**src/pkg/plio_pkg.sv**
```systemverilog
// package for the port latch and pin driver block
// assumes one core clock at 10 MHz and active-low asynchronous reset
package plio_pkg;
  localparam int PORT_W = 8;
  localparam logic [7:0] LATCH_RST = 8'hff;
  localparam int CLK_PERIOD_NS = 100;
  localparam int OSC_PERIOD_NS = 100;
  localparam int STRONG_PULSE_OSC = 2;
  localparam int STRONG_PULSE_NS = STRONG_PULSE_OSC * OSC_PERIOD_NS;
  localparam int STRONG_PULSE_CYC = (STRONG_PULSE_NS + CLK_PERIOD_NS - 1) / CLK_PERIOD_NS;
  localparam int LOW_BITS = 2;

  // cpu side access strobes for one port
  typedef struct packed {
    logic wr;
    logic rd_latch;
    logic rd_pin;
  } plio_acc_s;

  // drive of one pin
  typedef struct packed {
    logic out;
    logic oe;
  } plio_drv_s;
endpackage : plio_pkg

```
**src/design/plio_pullup.sv**
```systemverilog
// active pull-up sequencer for one quasi-bidirectional pin
// assumes pin_sync_i is already synchronised to mclk_i
`timescale 1ns/1ps
module plio_pullup #(
  parameter int PULSE_CYC = plio_pkg::STRONG_PULSE_CYC
) (
  input wire logic mclk_i, // core clock
  input wire logic rst_n_i, // async reset, active low
  input wire logic level_i, // effective output level (latch or pwm)
  input wire logic pin_sync_i, // synchronised pin level
  output logic strong_pullup_o, // strong pull-up on
  output logic weak_keeper_o, // keeper on
  output logic trickle_pullup_o // very weak pull-up on
);
  // the pulse counter is eight bits wide
  if (PULSE_CYC < 1 || PULSE_CYC > 255) begin : g_bad_pulse
    $error("plio_pullup: PULSE_CYC out of range");
  end

  logic level_q_ff;
  logic [7:0] cnt_ff;
  logic keeper_ff;

  always_ff @(posedge mclk_i or negedge rst_n_i) begin
    if (!rst_n_i) level_q_ff <= 1'b1;
    else level_q_ff <= level_i;
  end

  // strong pulse on each rising edge of the level
  always_ff @(posedge mclk_i or negedge rst_n_i) begin
    if (!rst_n_i) cnt_ff <= 8'h00;
    else if (level_i && !level_q_ff) cnt_ff <= 8'(PULSE_CYC); // [RULE_14]
    else if (!level_i) cnt_ff <= 8'h00;
    else if (cnt_ff != 8'h00) cnt_ff <= cnt_ff - 8'h01;
  end

  // keeper holds high after pulse, drops when pin seen low
  always_ff @(posedge mclk_i or negedge rst_n_i) begin
    if (!rst_n_i) keeper_ff <= 1'b0;
    else if (!level_i) keeper_ff <= 1'b0;
    else if (!pin_sync_i) keeper_ff <= 1'b0; // [RULE_15]
    else if (cnt_ff == 8'h01 || cnt_ff == 8'h00) keeper_ff <= 1'b1; // [RULE_15]
  end

  assign strong_pullup_o = (cnt_ff != 8'h00);
  assign weak_keeper_o = keeper_ff && (cnt_ff == 8'h00);
  assign trickle_pullup_o = level_q_ff;
endmodule : plio_pullup

```
**src/design/plio_ports.sv**
```systemverilog
// latch and pin drivers for the open-drain port and the two low quasi pins
// assumes cpu strobes and memory-cycle controls are on mclk_i; pins are async
`timescale 1ns/1ps
// Contract
// [RULE_01] first port: eight open-drain pins from latch
// [RULE_02] memory cycles put address/data on first port
// [RULE_03] latch captures bus on write strobe
// [RULE_04] read latch or read pin onto bus
// [RULE_05] external access sets first-port latch ones
// [RULE_06] external access drives pins push-pull
// [RULE_07] latch one: pin floats as input
// [RULE_08] latch zero: pin driven low
// [RULE_09] second port latch, two low pins
// [RULE_10] low pins pulled high on one, low on zero
// [RULE_11] timer inputs only when latch holds one
// [RULE_12] pulse-width outputs override latch bits
// [RULE_13] bit zero count/pwm a, bit one trigger/pwm b
// [RULE_14] strong pull-up two oscillator periods on rise
// [RULE_15] keeper holds high, drops on external low
// [RULE_16] software avoids gpio use of enabled peripheral pins
// [RULE_17] read-modify-write reads latch not pin
// [RULE_18] reset sets all latch bits to one
module plio_ports #(
  parameter int WIDTH = plio_pkg::PORT_W,
  parameter int PULSE_CYC = plio_pkg::STRONG_PULSE_CYC
) (
  input wire logic mclk_i, // core clock
  input wire logic rst_n_i, // async reset, active low
  input wire logic [WIDTH-1:0] bus_wdata_i, // internal bus write data
  input wire plio_pkg::plio_acc_s p0_acc_i, // first port strobes
  input wire plio_pkg::plio_acc_s p1_acc_i, // second port strobes
  input wire logic rmw_i, // read is read-modify-write
  output logic [WIDTH-1:0] bus_rdata_o, // internal bus read data
  input wire logic ext_access_i, // external memory cycle select
  input wire logic [WIDTH-1:0] ext_addr_data_i, // address/data to drive
  output logic [WIDTH-1:0] ext_data_o, // data read back from first port
  input wire logic [WIDTH-1:0] port_zero_pin_i, // first port pin levels
  output logic [WIDTH-1:0] port_zero_out_o, // first port drive value
  output logic [WIDTH-1:0] port_zero_oe_o, // first port output enable
  input wire logic [1:0] pwm_en_i, // pwm routed to low pins
  input wire logic pulse_width_out_a_i, // pwm a waveform
  input wire logic pulse_width_out_b_i, // pwm b waveform
  input wire logic [1:0] port_one_pin_i, // low pin levels
  output logic [1:0] port_one_out_o, // low pin drive low value
  output logic [1:0] port_one_oe_o, // low pin pull-down enable
  output logic [1:0] strong_pullup_o, // strong pull-up per low pin
  output logic [1:0] weak_keeper_o, // keeper per low pin
  output logic [1:0] trickle_pullup_o, // very weak pull-up per low pin
  output logic timer_two_count_input_o, // timer count input
  output logic timer_two_trigger_input_o, // timer trigger input
  output logic [WIDTH-1:0] port_one_latch_o // second port latch for upper pins
);
  // only the byte-wide layout is served: the low-pin split and read mux assume it
  if (WIDTH != 8) begin : g_bad_width
    $error("plio_ports: WIDTH must be 8");
  end
  // the pull-up counter is eight bits wide
  if (PULSE_CYC < 1 || PULSE_CYC > 255) begin : g_bad_pulse
    $error("plio_ports: PULSE_CYC out of range");
  end
  // two low pins, each with its own pull-up sequencer
  if (plio_pkg::LOW_BITS != 2) begin : g_bad_low
    $error("plio_ports: LOW_BITS must be 2");
  end

  logic [WIDTH-1:0] port_zero_latch_ff;
  logic [WIDTH-1:0] port_one_latch_ff;
  logic [WIDTH-1:0] p0_sync1_ff, p0_sync2_ff;
  logic [1:0] p1_sync1_ff, p1_sync2_ff;
  logic [WIDTH-1:0] nxt_rdata;
  logic [WIDTH-1:0] rdata_ff;
  logic [WIDTH-1:0] p0_out_ff, p0_oe_ff, ext_data_ff;
  logic [1:0] p1_out_ff, p1_oe_ff, sp_ff, wk_ff, tp_ff;
  logic t2_ff, timer_two_trigger_input_ff;
  logic [1:0] level;
  logic [1:0] sp_w, wk_w, tp_w;

  // pin synchronisers: pins are asynchronous, two flops before any logic
  // reset to one so released pins do not look like a falling edge
  always_ff @(posedge mclk_i or negedge rst_n_i) begin
    if (!rst_n_i) begin
      p0_sync1_ff <= '1;
      p0_sync2_ff <= '1;
      p1_sync1_ff <= '1;
      p1_sync2_ff <= '1;
    end else begin
      p0_sync1_ff <= port_zero_pin_i;
      p0_sync2_ff <= p0_sync1_ff;
      p1_sync1_ff <= port_one_pin_i;
      p1_sync2_ff <= p1_sync1_ff;
    end
  end

  // first port latch
  // a memory cycle wins over a cpu write landing in the same cycle
  always_ff @(posedge mclk_i or negedge rst_n_i) begin
    if (!rst_n_i) port_zero_latch_ff <= plio_pkg::LATCH_RST; // [RULE_18]
    else if (ext_access_i) port_zero_latch_ff <= '1; // [RULE_05]
    else if (p0_acc_i.wr) port_zero_latch_ff <= bus_wdata_i; // [RULE_03]
  end

  // second port latch
  // upper six bits only configure pins outside this block
  always_ff @(posedge mclk_i or negedge rst_n_i) begin
    if (!rst_n_i) port_one_latch_ff <= plio_pkg::LATCH_RST; // [RULE_18] [RULE_09]
    else if (p1_acc_i.wr) port_one_latch_ff <= bus_wdata_i; // [RULE_03]
  end

  // rmw reads take the latch so a loaded pin cannot corrupt the rewrite
  function automatic logic take_latch(input plio_pkg::plio_acc_s acc, input logic rmw);
    take_latch = acc.rd_latch || (acc.rd_pin && rmw); // [RULE_17]
  endfunction : take_latch

  // read mux: rmw and read-latch return latch, read-pin returns pin (second port: low two pins, upper six bits from latch)
  always_comb begin
    nxt_rdata = '0;
    if (take_latch(p0_acc_i, rmw_i)) nxt_rdata = port_zero_latch_ff; // [RULE_04] [RULE_17]
    else if (p0_acc_i.rd_pin) nxt_rdata = p0_sync2_ff; // [RULE_04]
    else if (take_latch(p1_acc_i, rmw_i)) nxt_rdata = port_one_latch_ff; // [RULE_17]
    else if (p1_acc_i.rd_pin) nxt_rdata = {port_one_latch_ff[WIDTH-1:2], p1_sync2_ff}; // [RULE_04]
  end

  // read data stands one cycle, zero when nothing is read
  always_ff @(posedge mclk_i or negedge rst_n_i) begin
    if (!rst_n_i) rdata_ff <= '0;
    else rdata_ff <= nxt_rdata;
  end

  // first port drivers
  // drivers follow the latch one edge late; memory cycles drive all eight
  always_ff @(posedge mclk_i or negedge rst_n_i) begin
    if (!rst_n_i) begin
      p0_out_ff <= '0;
      p0_oe_ff <= '0;
      ext_data_ff <= '0;
    end else begin
      ext_data_ff <= p0_sync2_ff; // [RULE_02]
      if (ext_access_i) begin
        p0_out_ff <= ext_addr_data_i; // [RULE_02] [RULE_06]
        p0_oe_ff <= '1; // [RULE_06]
      end else begin
        p0_out_ff <= '0; // [RULE_01] [RULE_08]
        p0_oe_ff <= ~port_zero_latch_ff; // [RULE_07] [RULE_08]
      end
    end
  end

  // pwm overrides latch on low pins
  assign level[0] = pwm_en_i[0] ? pulse_width_out_a_i : port_one_latch_ff[0]; // [RULE_12] [RULE_13]
  assign level[1] = pwm_en_i[1] ? pulse_width_out_b_i : port_one_latch_ff[1]; // [RULE_12] [RULE_13]

  // one pull-up sequencer per low pin
  genvar gi;
  generate
    for (gi = 0; gi < plio_pkg::LOW_BITS; gi++) begin : g_pu
      plio_pullup #(.PULSE_CYC(PULSE_CYC)) u_pu (
        .mclk_i(mclk_i),
        .rst_n_i(rst_n_i),
        .level_i(level[gi]),
        .pin_sync_i(p1_sync2_ff[gi]),
        .strong_pullup_o(sp_w[gi]),
        .weak_keeper_o(wk_w[gi]),
        .trickle_pullup_o(tp_w[gi])
      );
    end
  endgenerate

  // low pin drivers and timer gating
  // timer inputs see the pin only while the latch holds one, else stuck at zero
  always_ff @(posedge mclk_i or negedge rst_n_i) begin
    if (!rst_n_i) begin
      p1_out_ff <= '0;
      p1_oe_ff <= '0;
      sp_ff <= '0;
      wk_ff <= '0;
      tp_ff <= '1;
      t2_ff <= 1'b0;
      timer_two_trigger_input_ff <= 1'b0;
    end else begin
      p1_out_ff <= '0;
      p1_oe_ff <= ~level; // [RULE_10]
      sp_ff <= sp_w; // [RULE_14]
      wk_ff <= wk_w; // [RULE_15]
      tp_ff <= tp_w; // [RULE_10]
      t2_ff <= port_one_latch_ff[0] & p1_sync2_ff[0]; // [RULE_11] [RULE_13]
      timer_two_trigger_input_ff <= port_one_latch_ff[1] & p1_sync2_ff[1]; // [RULE_11] [RULE_13]
    end
  end

  // every output straight from a flop
  assign bus_rdata_o = rdata_ff;
  assign ext_data_o = ext_data_ff;
  assign port_zero_out_o = p0_out_ff;
  assign port_zero_oe_o = p0_oe_ff;
  assign port_one_out_o = p1_out_ff;
  assign port_one_oe_o = p1_oe_ff;
  assign strong_pullup_o = sp_ff;
  assign weak_keeper_o = wk_ff;
  assign trickle_pullup_o = tp_ff;
  assign timer_two_count_input_o = t2_ff;
  assign timer_two_trigger_input_o = timer_two_trigger_input_ff;
  assign port_one_latch_o = port_one_latch_ff;
endmodule : plio_ports

```
**config.mk**
```make
export PLATFORM = sky130hd
export DESIGN_NAME = plio_ports
export DESIGN_NICKNAME = d
export VERILOG_FILES = /design/src/pkg/plio_pkg.sv /design/src/design/plio_pullup.sv /design/src/design/plio_ports.sv
export SDC_FILE = /design/constraint.sdc
export NUM_CORES = 1
export LEC_CHECK = 0
export BUFFER_PORTS_ARGS = -buffer_cell sky130_fd_sc_hd__buf_2
export CAP_MARGIN = 10
export CELL_PAD_IN_SITES_DETAIL_PLACEMENT = 1
export CELL_PAD_IN_SITES_GLOBAL_PLACEMENT = 2
export CORE_ASPECT_RATIO = 0.6
export CORE_UTILIZATION = 35
export DETAILED_ROUTE_END_ITERATION = 7
export GPL_TIMING_DRIVEN = 0
export PLACE_DENSITY = 0.88
export SYNTH_ARGS = -nofsm -noshare
export SYNTH_HDL_FRONTEND = slang
export SYNTH_SLANG_ARGS = --single-unit
```
**constraint.sdc**
```tcl
create_clock -name mclk_i -period 2.6 [get_ports mclk_i]
set_clock_uncertainty 0.1 [all_clocks]
set_input_delay 0.39 -clock mclk_i [delete_from_list [all_inputs] [get_ports mclk_i]]
set_output_delay 0.39 -clock mclk_i [all_outputs]
set_load 0.1 [all_outputs]
```
== Word level (Yosys, flattened, before mapping) ==
Index checks and enable logic that the tools add are counted.
W data, S select, Z words.

* $add $sub $neg: 2
* Equal/unequal tests: 6
* Multiplexer cells: 22
* Bitwise gates (word level): 4
* Reductions and logical operators: 17

{| class="wikitable"
|+ Operators by type and width
! operator !! number
|-
| $mux W8 || 14
|-
| $eq A8 B1 Y1 const B || 2
|-
| $logic_not A8 Y1 || 2
|-
| $reduce_bool A8 Y1 || 2
|-
| $sub A8 B1 Y8 const B || 2
|-
| $ne A3 B3 Y1 const B || 4
|-
| $mux W1 || 8
|-
| $not A8 Y8 || 1
|-
| $logic_and A1 B1 Y1 || 6
|-
| $logic_or A1 B1 Y1 || 4
|-
| $and A1 B1 Y1 || 2
|-
| $logic_not A1 Y1 || 2
|-
| $not A2 Y2 || 1
|-
| $reduce_bool A2 Y1 || 1
|}

* Register bits after elaboration: 98
* Word-level logic and storage cells: 73

== Depth between registers and ports, before layout ==
* Depth after elaboration: 5
* Depth in mapped cells: 5

== Hierarchy ==
A second synthesis with hierarchy kept.

* Cells, all modules: 278
* Area total of the unflattened synthesis: 3701.0 um^2

{| class="wikitable"
|+ By module, submodules not included
! module !! times used !! cells each !! area an instance (um^2) !! seq. area each (um^2)
|-
| plio_ports || 1 || 164 || 2563.7 || 1999.4
|-
| plio_pullup at g_pu[1].u_pu || 1 || 60 || 591.8 || 251.5
|-
| plio_pullup at g_pu[0].u_pu || 1 || 54 || 545.5 || 251.5
|}

== Worst setup path before layout ==
No wires, ideal clock.

* Path kind: register -> register
* Start point: register g_pu[1].u_pu.cnt_ff[0]
* End point: register g_pu[1].u_pu.cnt_ff[6]
* Arrival: 1651 ps
* Data required time: 2422 ps
* Path slack: 771 ps
* Cell stages (with the launch flop): 6
* Buffers on the path: 0
* Clock period less this slack: 1829 ps
* Path through: dfrtp_1 inv_1 ha_1 or3b_2 or4_1 a21oi_1

* Word-level cells in the longest chain between the ends: 4
* Elaborated cells between the ends (all ways): 6
* Classes of those cells: add/sub (1); eq/ne (1); mux (3); reduce/logical (1)

{| class="wikitable"
|+ RTL lines
! element !! line !! RTL
|-
| from (decl) || plio_pullup.sv:21 || <nowiki>logic [7:0] cnt_ff;</nowiki>
|-
| from (signal assigned) || plio_pullup.sv:32 || <nowiki>else if (level_i && !level_q_ff) cnt_ff <= 8'(PULSE_CYC);</nowiki>
|-
| from (signal assigned) || plio_pullup.sv:34 || <nowiki>else if (cnt_ff != 8'h00) cnt_ff <= cnt_ff - 8'h01;</nowiki>
|-
| $sub A8 B1 Y8 || plio_pullup.sv:34 ||
|-
| $mux W8 || plio_pullup.sv:34 ||
|-
| $mux W8 || plio_pullup.sv:33 || <nowiki>else if (!level_i) cnt_ff <= 8'h00;</nowiki>
|-
| $mux W8 || plio_pullup.sv:32 ||
|}

Several ways; a longest one is shown, not always the timed one. The select of a mux whose other input is x is not followed.
A chain may end at the register's enable or synchronous reset.

== Worst setup path after layout ==
* Start point: register g_pu[0].u_pu.cnt_ff[0]
* End point: register g_pu[0].u_pu.cnt_ff[1]

* Elaborated cells between the ends (all ways): 6
* Classes of those cells: add/sub (1); eq/ne (1); mux (3); reduce/logical (1)

{| class="wikitable"
|+ RTL lines
! element !! line !! RTL
|-
| from (decl) || plio_pullup.sv:21 ||
|-
| from (signal assigned) || plio_pullup.sv:32 ||
|-
| from (signal assigned) || plio_pullup.sv:34 ||
|-
| $reduce_bool A8 Y1 || n/a ||
|-
| via g_pu[0].u_pu.strong_pullup_o || plio_pullup.sv:11 || <nowiki>output logic strong_pullup_o,</nowiki>
|-
| $ne A3 B3 Y1 (no line) || n/a ||
|}

The timed path passes the listed nets, and every way through them passes these cells. The select of a mux whose other input is x is not followed.

==> flow_metrics.py <==
metrics = {
    "die": {
        "rows": 28,
        "initial_core_util": 0.366,
        "die_w_um": 134,
        "boundaryPins": 92,
        "die_area_sq_um": 10900,
        "core-area_sq_um": 10000,
        "die_y_um": 81.3,
    },
    "yosys": {
        "synth_compound_area_frac": 0.100,
        "synth_top_flop_cell": "dfrtp_1",
        "syn_inst": 279,
        "synth_seq_cells": 98,
        "ys_seq_area_frac": 0.683,
        "synth_top_area_share": 0.396,
        "yosysMostFrequentCell": "dfrtp_1",
        "synth_edf_count": 0,
        "yosysWarnings": 0,
        "yosysTopAreaCell": "dfrtp_1",
        "synthXorXnorAreaFrac": 0,
        "synthAdderAreaFrac": 0.0205,
        "synth_simple_gate_area_frac": 0.116,
        "syn_avg_cell_area_sq_um": 13.1,
        "async_flop_share": 1.00,
        "synth_common_cells": "dfrtp_1 (58), dfstp_2 (40), nand2_1 (22)",
        "netlist_area_sq_um": 3660,
        "muxShareOfSynthArea": 0.0522,
        "synth.distinct_cells": 49,
        "synth_top_family_by_area": "simple AND/OR/NAND/NOR gates",
        "synth_area_leaders": "dfrtp_1 (40%), dfstp_2 (29%), mux2_2 (2.8%)",
    },
    "routing": {
        "drt-initial-drc-count": 133,
        "dr_total_vias": 2545,
        "drt_wl_total_um": 9060,
        "drt.antenna.violating_nets": 0,
        "viasPerCell": 4.89,
        "drc": 0,
        "drt_first_pass_iters": 4,
        "wl_per_cell_um": 17.4,
    },
    "global_routing": {
        "antenna_found_initial": 0,
        "met1_usage": 0.245,
        "grt.met3_usage": 0.0531,
        "grt_busiest_layer": "met2",
        "grtUsageMet2": 0.278,
        "grt_max_degree": 57,
        "grt_pass1_vias": 2668,
        "grt_overflow": 0,
        "grt_pass1_wl_um": 14600,
        "track_usage": 0.181,
    },
    "power_and_ir_drop": {
        "cellLeakagePower_nw": 2.15,
        "peakVddDrop_mv": 0.396,
        "p_per_area_nw_per_um2": 1100,
    },
    "cts": {
        "clk_transition_reported_paths_ns": 0.07,
        "root_buffer": "clkbuf_16",
        "post_cts_buffers": 0,
        "insertion_delay_ns": 0.35,
        "htreeDepth": 3,
        "cts_resized": 0,
        "numCtsBuffers": 9,
        "cts_tree": "built",
        "clockBufferDepth": 2,
        "cts.sinks": 98,
        "hold_buffers": 1,
    },
    "timing": {
        "fin_ws_ns": 0.352,
        "fin_crit_sh": 0.865,
        "tns_ns": 0,
        "fmax_mhz": 445,
        "worstMarginPinSlew_ns": 0.882,
        "maxSlewHeadroom": 0.407,
        "slew_viol_final": 0,
        "fin_crit_ns": 2.25,
        "hold_violations": 0,
        "finalSetupViolCount": 0,
        "rsz0062_at_grt": "no",
    },
    "critical_path": {
        "crit_fanout": 9,
        "end_kind": "flip-flop",
        "crit_chain": "inv_1, ha_1, nor4b_2, nand2_1, a311oi_1",
        "arrival_ns": 2.38,
        "required_ns": 2.74,
        "cp_num_buf_inv": 1,
        "cp_top_family": "simple AND/OR/NAND/NOR gates",
        "cp_slowest_cell": "nor4b_2",
        "cp-start-kind": "flip-flop",
        "worstSetupPathType": "reg -> reg",
        "crit_path_max_incr_delay_ns": 0.65,
    },
    "place": {
        "port-buffer-count": 87,
        "dp_worst_setup_slack_ns": 0.423,
        "hpwl_um": 6370,
        "place.gp.congestion": 0.837,
    },
    "run_status": {
        "status": "complete, no violations",
    },
    "finish": {
        "antenna_cells": 0,
        "nFillCells": 1117,
        "drive_above_1_share": 0.426,
        "area_growth_pct": 26.7,
        "layout.nets": 426,
    },
    "min_path": {
        "hp-class": "in -> reg",
    },
    "job": {
        "drv_cap": 0,
    },
}
==> layer usage <==
metal  share of wire  up-vias
met5               0        -
met4           0.013        0
met3           0.046       11
met2            0.46       63
met1            0.48     1292
li1                -     1179
==> flip-flops by register name (all words and copies together), names as in the netlist, 8 cells and up <==
| register | cells |
|---|---|
| port_zero_latch_ff | 8 |
| bus_rdata_o | 8 |
| port_zero_oe_o | 8 |
| p0_sync2_ff | 8 |
| p0_sync1_ff | 8 |
| g_pu.u_pu.cnt_ff | 16 |
| port_zero_out_o | 8 |
| ext_data_o | 8 |
| port_one_latch_o | 8 |
==> through the flow <==
step           power, mW  cell area [sq um]  utilization  hold slack [ns]  instances
2_1_floorplan       3.24               3670            -         -0.00559        280
3_5_place_dp        3.66               4300        0.429            0.247        503
5_1_grt             5.33               4640        0.463           0.0253        520
6_report            5.10               4640        0.463           0.0374        520
3_3_place_gp        3.58               4270        0.426            0.246        502
4_1_cts             5.14               4640        0.463           0.0237        520
==> cell usage in the layout, fill, tap and decap left out, drive strengths merged, types with 2 or more instances in the layout <==
master / netlist / routed
nand3b: 2 / 2
mux2: 9 / 9
o31ai: 5 / 5
o22ai: 2 / 2
o41ai: 2 / 2
o21ai: 5 / 5
nand2b: 3 / 3
a21oi: 19 / 19
nand3: 5 / 5
dfstp: 40 / 40
inv: 15 / 15
o311ai: 2 / 2
or4: 4 / 4
nor3: 4 / 4
clkbuf: 7 / 19
clkinv: 0 / 2
o211ai: 3 / 3
nor4: 4 / 4
a21o: 2 / 2
a221oi: 2 / 2
a22oi: 6 / 6
a311oi: 2 / 2
buf: 2 / 90
ha: 6 / 6
or3b: 2 / 2
nor2: 10 / 10
and2: 10 / 10
mux2i: 9 / 9
bufinv: 0 / 2
dfrtp: 58 / 58
nand2: 22 / 22
conb: 1 / 2
or3: 2 / 2
==> final timing paths <==
kind / slack, ns / to / cells after the start / startpoint
worst max-delay path: 0.35 / g_pu[0].u_pu.cnt_ff[1]$_DFFE_PN0P_ / 5 / g_pu[0].u_pu.cnt_ff[0]$_DFFE_PN0P_
worst min register to register: 0.25 / p0_sync2_ff[0]$_DFF_PN1_ / 0 / p0_sync1_ff[0]$_DFF_PN1_
worst max register to register: 0.35 / g_pu[0].u_pu.cnt_ff[1]$_DFFE_PN0P_ / 5 / g_pu[0].u_pu.cnt_ff[0]$_DFFE_PN0P_
min in group asynchronous: 0.49 / bus_rdata_o[5]$_DFF_PN0_ / 2 / rst_n_i
max in group asynchronous: 1.20 / p0_sync1_ff[0]$_DFF_PN1_ / 3 / rst_n_i
worst min-delay path: 0.04 / p1_sync1_ff[0]$_DFF_PN1_ / 1 / port_one_pin_i[0]
==> cell families after synthesis <==
logic type      Yosys count
compound gates           55
fa+ha+maj                 6
buf+inv                  24
flops                    98
mux                      18
other cells               1
simple gates             77
==> cell type report <==
| cell class | instances | area (sq um) | area share |
|---|---|---|---|
| Buffer | 9 | 42.5 | 0.00916 |
| Clock buffer | 12 | 256 | 0.0552 |
| Clock inverter | 4 | 73.8 | 0.0159 |
| Inverter | 15 | 56.3 | 0.0121 |
| Multi-Input combinational cell | 158 | 1070 | 0.230 |
| Sequential cell | 98 | 2500 | 0.539 |
| Tap cell | 135 | 169 | 0.0364 |
| Timing Repair Buffer | 89 | 475 | 0.102 |
==> report_power, final <==
group          internal (mW)  switching [mW]
Clock                  0.896           0.551
Combinational          0.497            1.23
Sequential              1.75           0.173
Total                   3.15            1.95
No activity file was read; power rests on OpenSTA's default activity.
